===== config.mk =====
export PLATFORM = sky130hd
export DESIGN_NAME = mcs_top
export DESIGN_NICKNAME = d
export VERILOG_FILES = /design/src/mcs_pkg.sv /design/src/mcs_top.sv
export SDC_FILE = /design/constraint.sdc
export NUM_CORES = 2
export LEC_CHECK = 0
export ABC_AREA = 1
export ABC_CLOCK_PERIOD_IN_PS = 5900
export BUFFER_PORTS_ARGS = -buffer_cell sky130_fd_sc_hd__buf_4
export CORE_ASPECT_RATIO = 1.4
export CORE_MARGIN = 5
export CORE_UTILIZATION = 40
export DETAILED_ROUTE_END_ITERATION = 10
export GPL_TIMING_DRIVEN = 0
export HOLD_SLACK_MARGIN = 0.15
export PLACE_DENSITY = 0.56
export SLEW_MARGIN = 20
export SYNTH_ARGS = -nofsm -noshare
export SYNTH_HDL_FRONTEND = slang
export SYNTH_SLANG_ARGS = --single-unit

===== constraint.sdc =====
create_clock -name aclk -period 5.9 [get_ports aclk]
set_input_delay 1.18 -clock aclk [delete_from_list [all_inputs] [get_ports aclk]]
set_output_delay 1.18 -clock aclk [all_outputs]
set_load 0.02 [all_outputs]

===== src/mcs_pkg.sv =====
// Constants and types for the mainframe configuration and status block
package mcs_pkg;
    localparam int CLK_HZ = 10_000_000;
    localparam int ADDR_W = 8;
    localparam int N_MOD = 9;
    localparam int N_PORT = 11;
    localparam int N_IRQ = 4;
    localparam int PULSE_W = 24;
    localparam logic [7:0] OFF_DIST_CMD = 8'h00;
    localparam logic [7:0] OFF_BAUD = 8'h04;
    localparam logic [7:0] OFF_PULSE = 8'h08;
    localparam logic [7:0] OFF_STAT = 8'h0C;
    localparam logic [7:0] OFF_IRQ_STAT = 8'h10;
    localparam logic [7:0] OFF_IRQ_CLR = 8'h14;
    localparam logic [7:0] OFF_IRQ_EN = 8'h18;
    localparam logic [7:0] OFF_RTS = 8'h1C;
    localparam int DIST_VAL_BIT = 0;
    localparam int DIST_OVR_BIT = 1;
    localparam int STAT_TB_LSB = 0;
    localparam int STAT_HOSTPAR_BIT = 2;
    localparam int STAT_SCRIPT_BIT = 3;
    localparam int STAT_RATE_ERR_BIT = 4;
    localparam int STAT_DIST_BIT = 5;
    localparam int STAT_ADDR_LSB = 8;
    localparam int STAT_SRQ_LSB = 16;
    localparam int RTS_CTS_LSB = 16;
    localparam int IRQ_SRQ = 0;
    localparam int IRQ_TB = 1;
    localparam int IRQ_ERR = 2;
    localparam int IRQ_BRK = 3;
    localparam logic [N_MOD-1:0] RTS_RST = 9'h1FF;
    localparam logic [N_IRQ-1:0] IRQ_EN_RST = 4'h0;
    localparam logic [1:0] RESP_OKAY = 2'h0;
    localparam logic [1:0] RESP_SLVERR = 2'h2;
    localparam int ACT_PULSE_MS = 50;
    localparam int ERR_SHOW_MS = 3000;
    localparam int FLASH_MS = 100;
    localparam int TB_WIN_US = 10;
    localparam int SETTLE_CYC = 3;
    localparam int ACT_PULSE_CYC = ACT_PULSE_MS * (CLK_HZ / 1000);
    localparam int ERR_SHOW_CYC = ERR_SHOW_MS * (CLK_HZ / 1000);
    localparam int FLASH_CYC = FLASH_MS * (CLK_HZ / 1000);
    localparam int TB_WIN_CYC = TB_WIN_US * (CLK_HZ / 1_000_000);
    typedef enum logic [2:0] {
        BD_1200, BD_9600, BD_19200, BD_57600, BD_115200
    } mcs_baud_t;
    typedef enum logic [1:0] {
        TB_INTERNAL, TB_EXT_LOCK, TB_EXT_FAULT
    } mcs_tb_t;
endpackage : mcs_pkg


===== src/mcs_top.sv =====
// Mainframe configuration switches, timebase status and activity lamps
`timescale 1ns/1ps
`default_nettype none
module mcs_top
    import mcs_pkg::*;
#(
    parameter int ACT_PULSE_DEF = ACT_PULSE_CYC,
    parameter int ERR_SHOW = ERR_SHOW_CYC,
    parameter int FLASH = FLASH_CYC
) (
    input wire logic aclk,
    input wire logic aresetn,
    input wire logic [ADDR_W-1:0] s_axi_awaddr,
    input wire logic s_axi_awvalid,
    output logic s_axi_awready,
    input wire logic [31:0] s_axi_wdata,
    input wire logic [3:0] s_axi_wstrb,
    input wire logic s_axi_wvalid,
    output logic s_axi_wready,
    output logic [1:0] s_axi_bresp,
    output logic s_axi_bvalid,
    input wire logic s_axi_bready,
    input wire logic [ADDR_W-1:0] s_axi_araddr,
    input wire logic s_axi_arvalid,
    output logic s_axi_arready,
    output logic [31:0] s_axi_rdata,
    output logic [1:0] s_axi_rresp,
    output logic s_axi_rvalid,
    input wire logic s_axi_rready,
    input wire logic [4:0] address_switch_bit,
    input wire logic sw_host_down,
    input wire logic sw_dist_down,
    input wire logic sw_script_down,
    input wire logic ext_tb_in,
    input wire logic pll_locked,
    input wire logic ref_osc,
    input wire logic [N_MOD-1:0] srq_n,
    input wire logic [N_MOD-1:0] cts_pin,
    input wire logic [N_MOD-1:0] rxd_pin,
    input wire logic [N_MOD-1:0] txd_bit,
    input wire logic [N_PORT-1:0] port_rx_byte,
    input wire logic [N_PORT-1:0] port_tx_byte,
    input wire logic host_rx_byte,
    input wire logic host_tx_byte,
    input wire logic comm_err,
    input wire logic host_break,
    input wire logic script_busy,
    output logic [2:0] baud_sel,
    output logic host_parallel,
    output logic [4:0] bus_addr,
    output logic script_start,
    output logic pll_try,
    output logic [N_MOD-1:0] ref_pos,
    output logic [N_MOD-1:0] ref_neg,
    output logic [N_MOD-1:0] rts_pin,
    output logic [N_MOD-1:0] txd_pin,
    output logic [N_MOD-1:0] rxd_bit,
    output logic [N_MOD-1:0] cts_ok,
    output logic [N_MOD-1:0] srq_act,
    output logic [N_PORT-1:0] port_led,
    output logic from_module_led,
    output logic to_module_indicator,
    output logic mainframe_led,
    output logic error_led,
    output logic script_led,
    output logic [2:0] tb_led,
    output logic irq
);
    localparam int NP = 5 + 6 + 3 * N_MOD;
    // Service requests idle high; clearing their stages would fake a request
    localparam logic [NP-1:0] SYNC_IDLE = {{(NP - 3 * N_MOD){1'b0}},
                                           {N_MOD{1'b1}},
                                           {(2 * N_MOD){1'b0}}};

    function automatic logic at(input logic [ADDR_W-1:0] a,
                                input logic [7:0] off);
        return a == off;
    endfunction : at

    function automatic logic [31:0] wmask(input logic [31:0] old,
                                          input logic [31:0] d,
                                          input logic [3:0] s);
        logic [31:0] r;
        r = old;
        for (int i = 0; i < 4; i++) begin
            if (s[i]) begin
                r[8*i +: 8] = d[8*i +: 8];
            end
        end
        return r;
    endfunction : wmask

    // Two-flop synchronisers for every pin
    logic [NP-1:0] pin_raw, s1_q, s2_q;
    logic [4:0] sw_rate_s;
    logic sw_host_s, sw_dist_s, sw_script_s, ext_tb_s, lock_s, osc_s;
    logic [N_MOD-1:0] srq_s, cts_s, rxd_s;
    assign pin_raw = {address_switch_bit, sw_host_down, sw_dist_down,
                      sw_script_down, ext_tb_in, pll_locked, ref_osc,
                      srq_n, cts_pin, rxd_pin};
    assign {sw_rate_s, sw_host_s, sw_dist_s, sw_script_s, ext_tb_s,
            lock_s, osc_s, srq_s, cts_s, rxd_s} = s2_q;

    // AXI4-Lite slave
    logic aw_hold_q, w_hold_q, ar_take, aw_take, w_take, wr_do;
    logic [ADDR_W-1:0] awaddr_q;
    logic [31:0] wdata_q, rd_val;
    logic [3:0] wstrb_q;
    logic rd_ok, wr_ok;
    assign aw_take = s_axi_awvalid & s_axi_awready;
    assign w_take = s_axi_wvalid & s_axi_wready;
    assign ar_take = s_axi_arvalid & s_axi_arready;
    assign wr_do = aw_hold_q & w_hold_q;
    logic aw_hold_d, w_hold_d, bvalid_d, rvalid_d;
    assign aw_hold_d = aw_hold_q ? !wr_do : aw_take;
    assign w_hold_d = w_hold_q ? !wr_do : w_take;
    assign bvalid_d = wr_do | (s_axi_bvalid & !s_axi_bready);
    assign rvalid_d = ar_take | (s_axi_rvalid & !s_axi_rready);

    logic wr_dist, wr_baud, wr_pulse, wr_clr, wr_en, wr_rts;
    assign wr_dist = wr_do & at(awaddr_q, OFF_DIST_CMD);
    assign wr_baud = wr_do & at(awaddr_q, OFF_BAUD) & wstrb_q[0];
    assign wr_pulse = wr_do & at(awaddr_q, OFF_PULSE);
    assign wr_clr = wr_do & at(awaddr_q, OFF_IRQ_CLR);
    assign wr_en = wr_do & at(awaddr_q, OFF_IRQ_EN);
    assign wr_rts = wr_do & at(awaddr_q, OFF_RTS);
    assign wr_ok = at(awaddr_q, OFF_DIST_CMD) | at(awaddr_q, OFF_BAUD) |
                   at(awaddr_q, OFF_PULSE) | at(awaddr_q, OFF_IRQ_CLR) |
                   at(awaddr_q, OFF_IRQ_EN) | at(awaddr_q, OFF_RTS);

    always_ff @(posedge aclk) begin
        if (!aresetn) begin
            s1_q <= SYNC_IDLE;
            s2_q <= SYNC_IDLE;
            {aw_hold_q, w_hold_q, s_axi_bvalid, s_axi_rvalid} <= '0;
            {s_axi_awready, s_axi_wready, s_axi_arready} <= '0;
            awaddr_q <= '0;
            wdata_q <= '0;
            wstrb_q <= '0;
            s_axi_rdata <= '0;
            s_axi_bresp <= RESP_OKAY;
            s_axi_rresp <= RESP_OKAY;
        end else begin
            s1_q <= pin_raw;
            s2_q <= s1_q;
            aw_hold_q <= aw_hold_d;
            w_hold_q <= w_hold_d;
            s_axi_bvalid <= bvalid_d;
            s_axi_rvalid <= rvalid_d;
            s_axi_awready <= !aw_hold_d & !bvalid_d;
            s_axi_wready <= !w_hold_d & !bvalid_d;
            s_axi_arready <= !rvalid_d;
            if (aw_take) awaddr_q <= s_axi_awaddr;
            if (w_take) begin
                wdata_q <= s_axi_wdata;
                wstrb_q <= s_axi_wstrb;
            end
            if (wr_do) s_axi_bresp <= wr_ok ? RESP_OKAY : RESP_SLVERR;
            if (ar_take) begin
                s_axi_rdata <= rd_ok ? rd_val : '0;
                s_axi_rresp <= rd_ok ? RESP_OKAY : RESP_SLVERR;
            end
        end
    end

    // Power-up sampling; only reset reopens it
    logic [1:0] settle_q;
    logic cfg_done_q, sample, rate_err_q, script_en_q;
    logic rate_bad;
    mcs_baud_t rate_dec, dflt_q, baud_q;
    assign sample = !cfg_done_q & (settle_q == 2'(SETTLE_CYC));
    assign rate_bad = !$onehot(sw_rate_s);
    always_comb begin
        case (sw_rate_s)
            5'h01: rate_dec = BD_1200;
            5'h02: rate_dec = BD_9600;
            5'h04: rate_dec = BD_19200;
            5'h08: rate_dec = BD_57600;
            5'h10: rate_dec = BD_115200;
            default: rate_dec = BD_9600;
        endcase
    end

    always_ff @(posedge aclk) begin
        if (!aresetn) begin
            settle_q <= '0;
            cfg_done_q <= 1'b0;
            rate_err_q <= 1'b0;
            script_en_q <= 1'b0;
            script_start <= 1'b0;
            host_parallel <= 1'b0;
            bus_addr <= '0;
            dflt_q <= BD_9600;
            baud_q <= BD_9600;
        end else begin
            if (!cfg_done_q) settle_q <= settle_q + 2'h1;
            script_start <= sample & sw_script_s;
            if (sample) begin
                cfg_done_q <= 1'b1;
                rate_err_q <= rate_bad;
                script_en_q <= sw_script_s;
                host_parallel <= sw_host_s;
                bus_addr <= sw_rate_s;
                dflt_q <= rate_dec;
                baud_q <= rate_dec;
            end else if (cfg_done_q & host_break) begin
                baud_q <= dflt_q;
            end else if (wr_baud && wdata_q[2:0] <= 3'(BD_115200)) begin
                baud_q <= mcs_baud_t'(wdata_q[2:0]);
            end
        end
    end
    assign baud_sel = baud_q;

    // Clock distribution: live switch, command holds until switch moves
    logic dist_prev_q, ovr_q, ovr_val_q, dist_en_q;
    always_ff @(posedge aclk) begin
        if (!aresetn) begin
            dist_prev_q <= 1'b0;
            ovr_q <= 1'b0;
            ovr_val_q <= 1'b0;
            dist_en_q <= 1'b0;
            ref_pos <= '0;
            ref_neg <= '0;
        end else begin
            dist_prev_q <= sw_dist_s;
            if (dist_prev_q != sw_dist_s) begin
                ovr_q <= 1'b0;
            end else if (wr_dist & wstrb_q[0]) begin
                ovr_q <= 1'b1;
                ovr_val_q <= wdata_q[DIST_VAL_BIT];
            end
            dist_en_q <= ovr_q ? ovr_val_q : sw_dist_s;
            ref_pos <= {N_MOD{dist_en_q & osc_s}};
            ref_neg <= {N_MOD{dist_en_q & !osc_s}};
        end
    end

    // Timebase: activity window, lock request and state
    logic [7:0] tb_win_q;
    logic tb_prev_q, tb_present;
    mcs_tb_t tb_q, tb_d;
    assign tb_present = tb_win_q != 8'h00;
    always_comb begin
        if (!tb_present) tb_d = TB_INTERNAL;
        else if (lock_s) tb_d = TB_EXT_LOCK;
        else tb_d = TB_EXT_FAULT;
    end
    always_ff @(posedge aclk) begin
        if (!aresetn) begin
            tb_prev_q <= 1'b0;
            tb_win_q <= '0;
            tb_q <= TB_INTERNAL;
            pll_try <= 1'b0;
            tb_led <= '0;
        end else begin
            tb_prev_q <= ext_tb_s;
            if (tb_prev_q != ext_tb_s) tb_win_q <= 8'(TB_WIN_CYC);
            else if (tb_present) tb_win_q <= tb_win_q - 8'h01;
            pll_try <= tb_present;
            tb_q <= tb_d;
            tb_led <= 3'h1 << tb_d;
        end
    end

    // Module line levels and handshakes
    logic [N_MOD-1:0] rts_q;
    logic [31:0] rts_new;
    assign rts_new = wmask(32'(rts_q), wdata_q, wstrb_q);
    always_ff @(posedge aclk) begin
        if (!aresetn) begin
            rts_q <= RTS_RST;
            rts_pin <= RTS_RST;
            txd_pin <= '0;
            rxd_bit <= '1;
            cts_ok <= '0;
            srq_act <= '0;
        end else begin
            if (wr_rts) rts_q <= rts_new[N_MOD-1:0];
            rts_pin <= rts_q;
            cts_ok <= cts_s;
            txd_pin <= ~txd_bit;
            rxd_bit <= ~rxd_s;
            srq_act <= ~srq_s;
        end
    end

    // Lamp stretchers; a new event reloads, so bursts keep a lamp lit
    localparam int NL = N_PORT + 4;
    logic [PULSE_W-1:0] pulse_q;
    logic [31:0] pulse_new;
    assign pulse_new = wmask(32'(pulse_q), wdata_q, wstrb_q);
    logic [PULSE_W-1:0] cnt_q [NL];
    logic [NL-1:0] ev, lit;
    assign ev = {comm_err,
                 host_tx_byte,
                 host_rx_byte | (|port_tx_byte),
                 (|port_rx_byte) | host_tx_byte,
                 port_rx_byte | port_tx_byte};
    always_ff @(posedge aclk) begin
        if (!aresetn) begin
            pulse_q <= PULSE_W'(ACT_PULSE_DEF);
            for (int i = 0; i < NL; i++) cnt_q[i] <= '0;
        end else begin
            if (wr_pulse) pulse_q <= pulse_new[PULSE_W-1:0];
            for (int i = 0; i < NL; i++) begin
                if (ev[i]) cnt_q[i] <= pulse_q;
                else if (cnt_q[i] != '0) cnt_q[i] <= cnt_q[i] - 1'b1;
            end
        end
    end
    always_comb begin
        for (int i = 0; i < NL; i++) lit[i] = ev[i] | (cnt_q[i] != '0);
    end

    // Error show after bad rate setting, script lamp flashing
    logic [24:0] err_show_q;
    logic [23:0] flash_q;
    logic flash_ph_q;
    always_ff @(posedge aclk) begin
        if (!aresetn) begin
            err_show_q <= '0;
            flash_q <= '0;
            flash_ph_q <= 1'b0;
            port_led <= '0;
            {from_module_led, to_module_indicator, mainframe_led} <= '0;
            error_led <= 1'b0;
            script_led <= 1'b0;
        end else begin
            if (sample & rate_bad) err_show_q <= 25'(ERR_SHOW);
            else if (err_show_q != '0) err_show_q <= err_show_q - 25'h1;
            if (flash_q == 24'(FLASH - 1)) begin
                flash_q <= '0;
                flash_ph_q <= !flash_ph_q;
            end else begin
                flash_q <= flash_q + 24'h1;
            end
            port_led <= lit[N_PORT-1:0];
            {error_led, mainframe_led, to_module_indicator,
             from_module_led} <= lit[NL-1:N_PORT] |
                                 {err_show_q != '0, 3'h0};
            script_led <= script_en_q & (!script_busy | flash_ph_q);
        end
    end

    // Interrupts: set wins over a clear in the same cycle
    logic [N_IRQ-1:0] irq_stat_q, irq_en_q, irq_ev, irq_stat_d;
    logic srq_any_q;
    assign irq_ev = {host_break, comm_err, tb_d != tb_q,
                     (|(~srq_s)) & !srq_any_q};
    assign irq_stat_d = (irq_stat_q & ~(wr_clr ? wdata_q[N_IRQ-1:0]
                                              : '0)) | irq_ev;
    always_ff @(posedge aclk) begin
        if (!aresetn) begin
            irq_stat_q <= '0;
            irq_en_q <= IRQ_EN_RST;
            srq_any_q <= 1'b0;
            irq <= 1'b0;
        end else begin
            srq_any_q <= |(~srq_s);
            irq_stat_q <= irq_stat_d;
            if (wr_en & wstrb_q[0]) irq_en_q <= wdata_q[N_IRQ-1:0];
            irq <= |(irq_stat_d & (wr_en & wstrb_q[0] ?
                                   wdata_q[N_IRQ-1:0] : irq_en_q));
        end
    end

    // Read decode
    always_comb begin
        rd_val = '0;
        rd_ok = 1'b1;
        case (1'b1)
            at(s_axi_araddr, OFF_DIST_CMD): begin
                rd_val[DIST_VAL_BIT] = ovr_val_q;
                rd_val[DIST_OVR_BIT] = ovr_q;
            end
            at(s_axi_araddr, OFF_BAUD): rd_val[2:0] = baud_q;
            at(s_axi_araddr, OFF_PULSE): rd_val[PULSE_W-1:0] = pulse_q;
            at(s_axi_araddr, OFF_STAT): begin
                rd_val[STAT_TB_LSB +: 2] = tb_q;
                rd_val[STAT_HOSTPAR_BIT] = host_parallel;
                rd_val[STAT_SCRIPT_BIT] = script_en_q;
                rd_val[STAT_RATE_ERR_BIT] = rate_err_q;
                rd_val[STAT_DIST_BIT] = dist_en_q;
                rd_val[STAT_ADDR_LSB +: 5] = bus_addr;
                rd_val[STAT_SRQ_LSB +: N_MOD] = srq_act;
            end
            at(s_axi_araddr, OFF_IRQ_STAT): rd_val[N_IRQ-1:0] = irq_stat_q;
            at(s_axi_araddr, OFF_IRQ_CLR): rd_val = '0;
            at(s_axi_araddr, OFF_IRQ_EN): rd_val[N_IRQ-1:0] = irq_en_q;
            at(s_axi_araddr, OFF_RTS): begin
                rd_val[N_MOD-1:0] = rts_q;
                rd_val[RTS_CTS_LSB +: N_MOD] = cts_ok;
            end
            default: rd_ok = 1'b0;
        endcase
    end
endmodule : mcs_top
`default_nettype wire


Word level (Yosys, flattened, before mapping) --
Memory sizes are Yosys's and may differ from the RTL's. Cells that the tools add are included.
Word-level totals: register bits after elaboration 347, memory bits (writable) 360, input bits 133, memories kept 1
Operators by class: add/sub/neg operators 23, order comparisons 1, eq/ne operators 22, shift-type cells 1, muxes and demuxes 233, bitwise logic cells 91, reductions and logical operators 50
Memory list:
- cnt_q | words 15, width 24, rd ports 15, clocked after Yosys merged registers in 0, wr ports 15, line mcs_top.sv:293 | logic [PULSE_W-1:0] cnt_q [NL];
Operator list (number):
- two-way mux 24 bit | 30
- nonzero test 24 bit | 15
- subtractor 24 x 1 -> 24 bit, second input constant | 15
- two-way mux 1 bit | 149
- two-way mux 25 bit | 3
- two-way mux 8 bit | 8
- equality test 8 x 5 -> 1 bit, second input constant | 7
- two-way mux 2 bit | 28
- bitwise OR 1 bit | 55
- inverter 9 bit | 3
- AND 1 bit | 25
- nonzero test 25 bit | 1
- subtractor 25 x 1 -> 25 bit, second input constant | 1
- adder 24 x 1 -> 24 bit, second input constant | 1
- equality test 24 x 20 -> 1 bit, second input constant | 1
- equality test 8 x 4 -> 1 bit, second input constant | 3
- two-way mux 4 bit | 6
- OR reduction 11 bit | 2
- two-way mux 3 bit | 6
- equality test 8 x 3 -> 1 bit, second input constant | 2
- zero test 8 bit | 2
- two-way mux 7 bit | 2
- zero test 1 bit | 13
- one-hot mux 3 bit (4 select lines) | 1
- other kinds (28) | 42

Logic depth before layout (Yosys ltp) --
word-level depth 10, mapped depth 13, gate-level depth less buffers 13

Worst setup path before layout --
Ideal clock, no wire load.
kind input-to-reg, start point in aresetn, end point mem cnt_q[4][4] (netlist: cnt_q[0][100]), enable pin, library setup time 0.541 ns, arrival 2.598 ns, data required time 5.359 ns, path slack 2.761 ns, cell stages on the path 4, path through buf_6 > clkbuf_1 > buf_1 > nand4_1
RTL lines:
- from (decl) | line mcs_top.sv:12 | input wire logic aresetn,
- to (decl) | line mcs_top.sv:293

==> flow_summary_export.csv <==
group,metric,value,unit
critical_path,crit_chain,"buf_6, clkbuf_1, buf_1, buf_6, nand4_1, buf_8",
drt,vias_per_cell,5.24,
sta,hold_ws,0.361,ns
pwr,p_per_area,297,nW/um^2
die,die_w,270,um
pwr,power.switching,3.99,mW
synthesis,avgSynthCellArea,7.97,um^2
global_routing,grt_pass1_wl,197,mm
critical_path,max_stage_delay,0.60,ns
global_routing,grt_pass1_vias,32627,
drt,routed_wl,133,mm
drt,wl_per_cell,20.7,um
pwr,p_comb_share,18.9,%
placed_design,io_buffers,248,
sta,tightest_slew,0.981,ns
sta,setup_viol,0,
clocking,hold_buffers,0,
critical_path,crit_type,"in -> reg",
sta,relSlewSlack,34.5,%
critical_path,cpMostUsedCell,"buf_6",
drt,drcViolationCount,0,
critical_path,cp_data_arrival_time,3.67,ns
placed_design,gp_congestion,0.938,
synthesis,syn-cell-area,38000,um^2
pwr,p_leak,19.6,nW
critical_path,worst_setup_path_end_kind,"register",
drt,drt_first_iter_violations,2733,
pwr,vdd_drop_max,0.268,mV
pwr,seqPwrFrac,43.7,%
clocking,cts_setup_buffers,0,
global_routing,use_met3,4.38,%
sta,period_share,55.5,%
synthesis,synth_cell_type_count,65,
global_routing,grt_max_degree,25,
sta,hold_viol_final,0,
worst_hold_path,hp-class,"reg -> reg",
cells_and_area,instances_no_fill,6392,
die,core_region_area,94200,um^2
critical_path,slowest_stage,"nand4_1",
sta,skew,0.0224,ns
pwr,internal-power,9.11,mW
sta,period_needed,3.27,ns
drt,vias,33520,
clocking,cts_max_level,3,
global_routing,antenna_found_initial,5,
sta,rsz0062_at_grt,"no",
synthesis,synth_cells,4769,
synthesis,synth_seq_area_share,46.3,%
clocking,numCtsBuffers,77,
die,dieArea,101000,um^2
drt,postRouteAntennaNets,0,
global_routing,overflow,0,
clocking,insertion_delay,0.66,ns
global_routing,grt_util_met1,29.5,%
clocking,cts_tree,"done",
die,rows,133,
pwr,swShare,30.5,%
clocking,cts_root_buf,"clkbuf_16",
die,start_util,40.3,%
critical_path,required,6.30,ns
synthesis,async_flop_share,0,%
outcome,outcome,"finished, final reports clean",
clocking,clock_sink_count,698,
cells_and_area,syn2layout_area_growth,16.1,%
critical_path,setup.worst_path.start_class,"input port",
pwr,power.share.clock,37.4,%
clocking,clock_path_buffers,3,
synthesis,synth_edf_count,360,
sta,tns,0,ns
synthesis,synth_warnings,0,
global_routing,gr-usage-met2,45.3,%
placed_design,placedCellCount,6250,
sta,drv_slew,0,
run,cap_violations,0,
placed_design,dp_hpwl,98.0,mm
cells_and_area,nets,5288,
global_routing,gr-max-usage-layer,"met2",
clocking,clk_pin_slew,0.06,ns
placed_design,place_ws,1.46,ns
die,die_h,375,um
critical_path,path_max_fanout,13,
sta,fin_ws,2.63,ns
synthesis,synthFlopType,"edfxtp_1",
global_routing,track_usage,25.2,%
sta,max_freq,305,MHz
synthesis,ys_ff_latch,698,
cells_and_area,drive_above_1_share,15.6,%
drt,first_pass_iters,6,
die,ios,268,
clocking,cts_resized,0,
==> cell usage in the layout, fill, tap and decap left out, types with 41 or more instances in the layout <==
cell	synthesis	routed
dfxtp_1	338	338
o21ai_1	45	45
nor2_1	807	807
xnor2_1	91	91
nand2_1	833	827
edfxtp_1	360	360
nor3_1	90	90
nand2_2	36	42
nand3_1	173	173
nand4_1	74	74
clkbuf_16	0	79
xor2_1	155	155
nor2_2	67	67
inv_1	466	466
o21ai_0	355	355
buf_4	52	300
a21oi_1	335	335
clkbuf_1	54	50
buf_2	41	41
==> path summary, 6_finish.rpt <==
path | startpoint | endpoint | slack, ns | cells after the start
setup / recovery | aresetn | cnt_q[0][108] | 2.63 | 6
hold / removal | s2_q[1] | rxd_bit[1] | 0.36 | 1
setup reg to reg | s2_q[36] | err_show_q[18] | 2.97 | 7
hold reg to reg | s2_q[1] | rxd_bit[1] | 0.36 | 1
==> metal layers <==
layer	vias up	part of all wire [%]	routed length [um]
li1	16399	-	-
met1	15788	39	51700
met2	1069	50	66000
met3	260	6.7	8870
met4	4	4.6	6040
met5	-	0.016	21
==> flip-flops by register name, indices dropped and copies added, names as in the netlist, 9 cells and up <==
signal,count
cnt_q,360
port_led,11
err_show_q,25
s2_q,38
flash_q,24
txd_pin,9
cts_ok,9
srq_act,9
s1_q,38
rxd_bit,9
rts_pin,9
rts_q,9
wdata_q,24
pulse_q,24
s_axi_rdata,25
==> critical path, delay by kind of cell <==
| family | cells | cell delay [ns] |
|---|---|---|
| buffers and inverters | 5 | 1.86 |
| AND/OR/NAND/NOR | 1 | 0.60 |
==> cells in the mapped netlist, types with 18 or more instances <==
library cell / n / share of area, %
ha_1: 39 / 1.3
nor4_1: 21 / 0.35
inv_1: 466 / 4.6
a21oi_2: 18 / 0.41
nor2_1: 807 / 8.0
o21ai_1: 45 / 0.59
nand2_1: 833 / 8.2
edfxtp_1: 360 / 28
buf_4: 52 / 1.0
nand3_1: 173 / 2.3
clkbuf_1: 54 / 0.53
nand2_2: 36 / 0.59
buf_6: 27 / 0.80
dfxtp_1: 338 / 18
nor2_2: 67 / 1.1
xnor2_1: 91 / 2.1
inv_2: 25 / 0.25
a21oi_1: 335 / 4.4
nor3_1: 90 / 1.2
buf_2: 41 / 0.54
nor2_4: 28 / 0.83
nand4_1: 74 / 1.2
or2_2: 37 / 0.61
xor2_1: 155 / 3.6
o21ai_0: 355 / 4.7
==> cell type report <==
| class | count | area, um^2 |
|---|---|---|
| Buffer | 180 | 1180 |
| Antenna cell | 3 | 7.51 |
| Timing Repair Buffer | 258 | 2010 |
| Inverter | 495 | 1870 |
| Fill cell | 9365 | 50100 |
| Clock buffer | 104 | 2170 |
| Sequential cell | 698 | 17600 |
| Tap cell | 1215 | 1520 |
| Clock inverter | 35 | 344 |
| Multi-Input combinational cell | 3404 | 17400 |
==> kinds of logic (layout without fill, tap and decap cells) <==
family	count (synthesis)	in the layout	share of synthesized area [%]
flip-flops	698	698	46.3
XOR/XNOR	246	246	5.67
buffers and inverters	675	1072	7.94
adder cells (fa/ha/maj)	41	41	1.39
other	1	12	0.00987
AND/OR/NAND/NOR	2257	2257	26.6
AO/OA/AOI/OAI	851	851	12.1
==> metrics by stage <==
step                utilization (%)  area (um^2)  total power, mW
floorplan                         -        38000             7.55
global placement               44.0        41400             8.28
detailed placement             44.1        41600             8.29
CTS                            46.8        44100             13.2
global route                   46.8        44100             13.7
finish                         46.8        44100             13.1
==> power groups by stage <==
stage	Combinational (mW)	Sequential, mW	Clock [mW]
floorplan	1.77	5.78	0
global placement	2.45	5.82	0
detailed placement	2.46	5.83	0
CTS	2.48	5.73	4.99
global route	2.78	5.76	5.19
finish	2.48	5.73	4.90
Power figures use the tool's default switching activity.
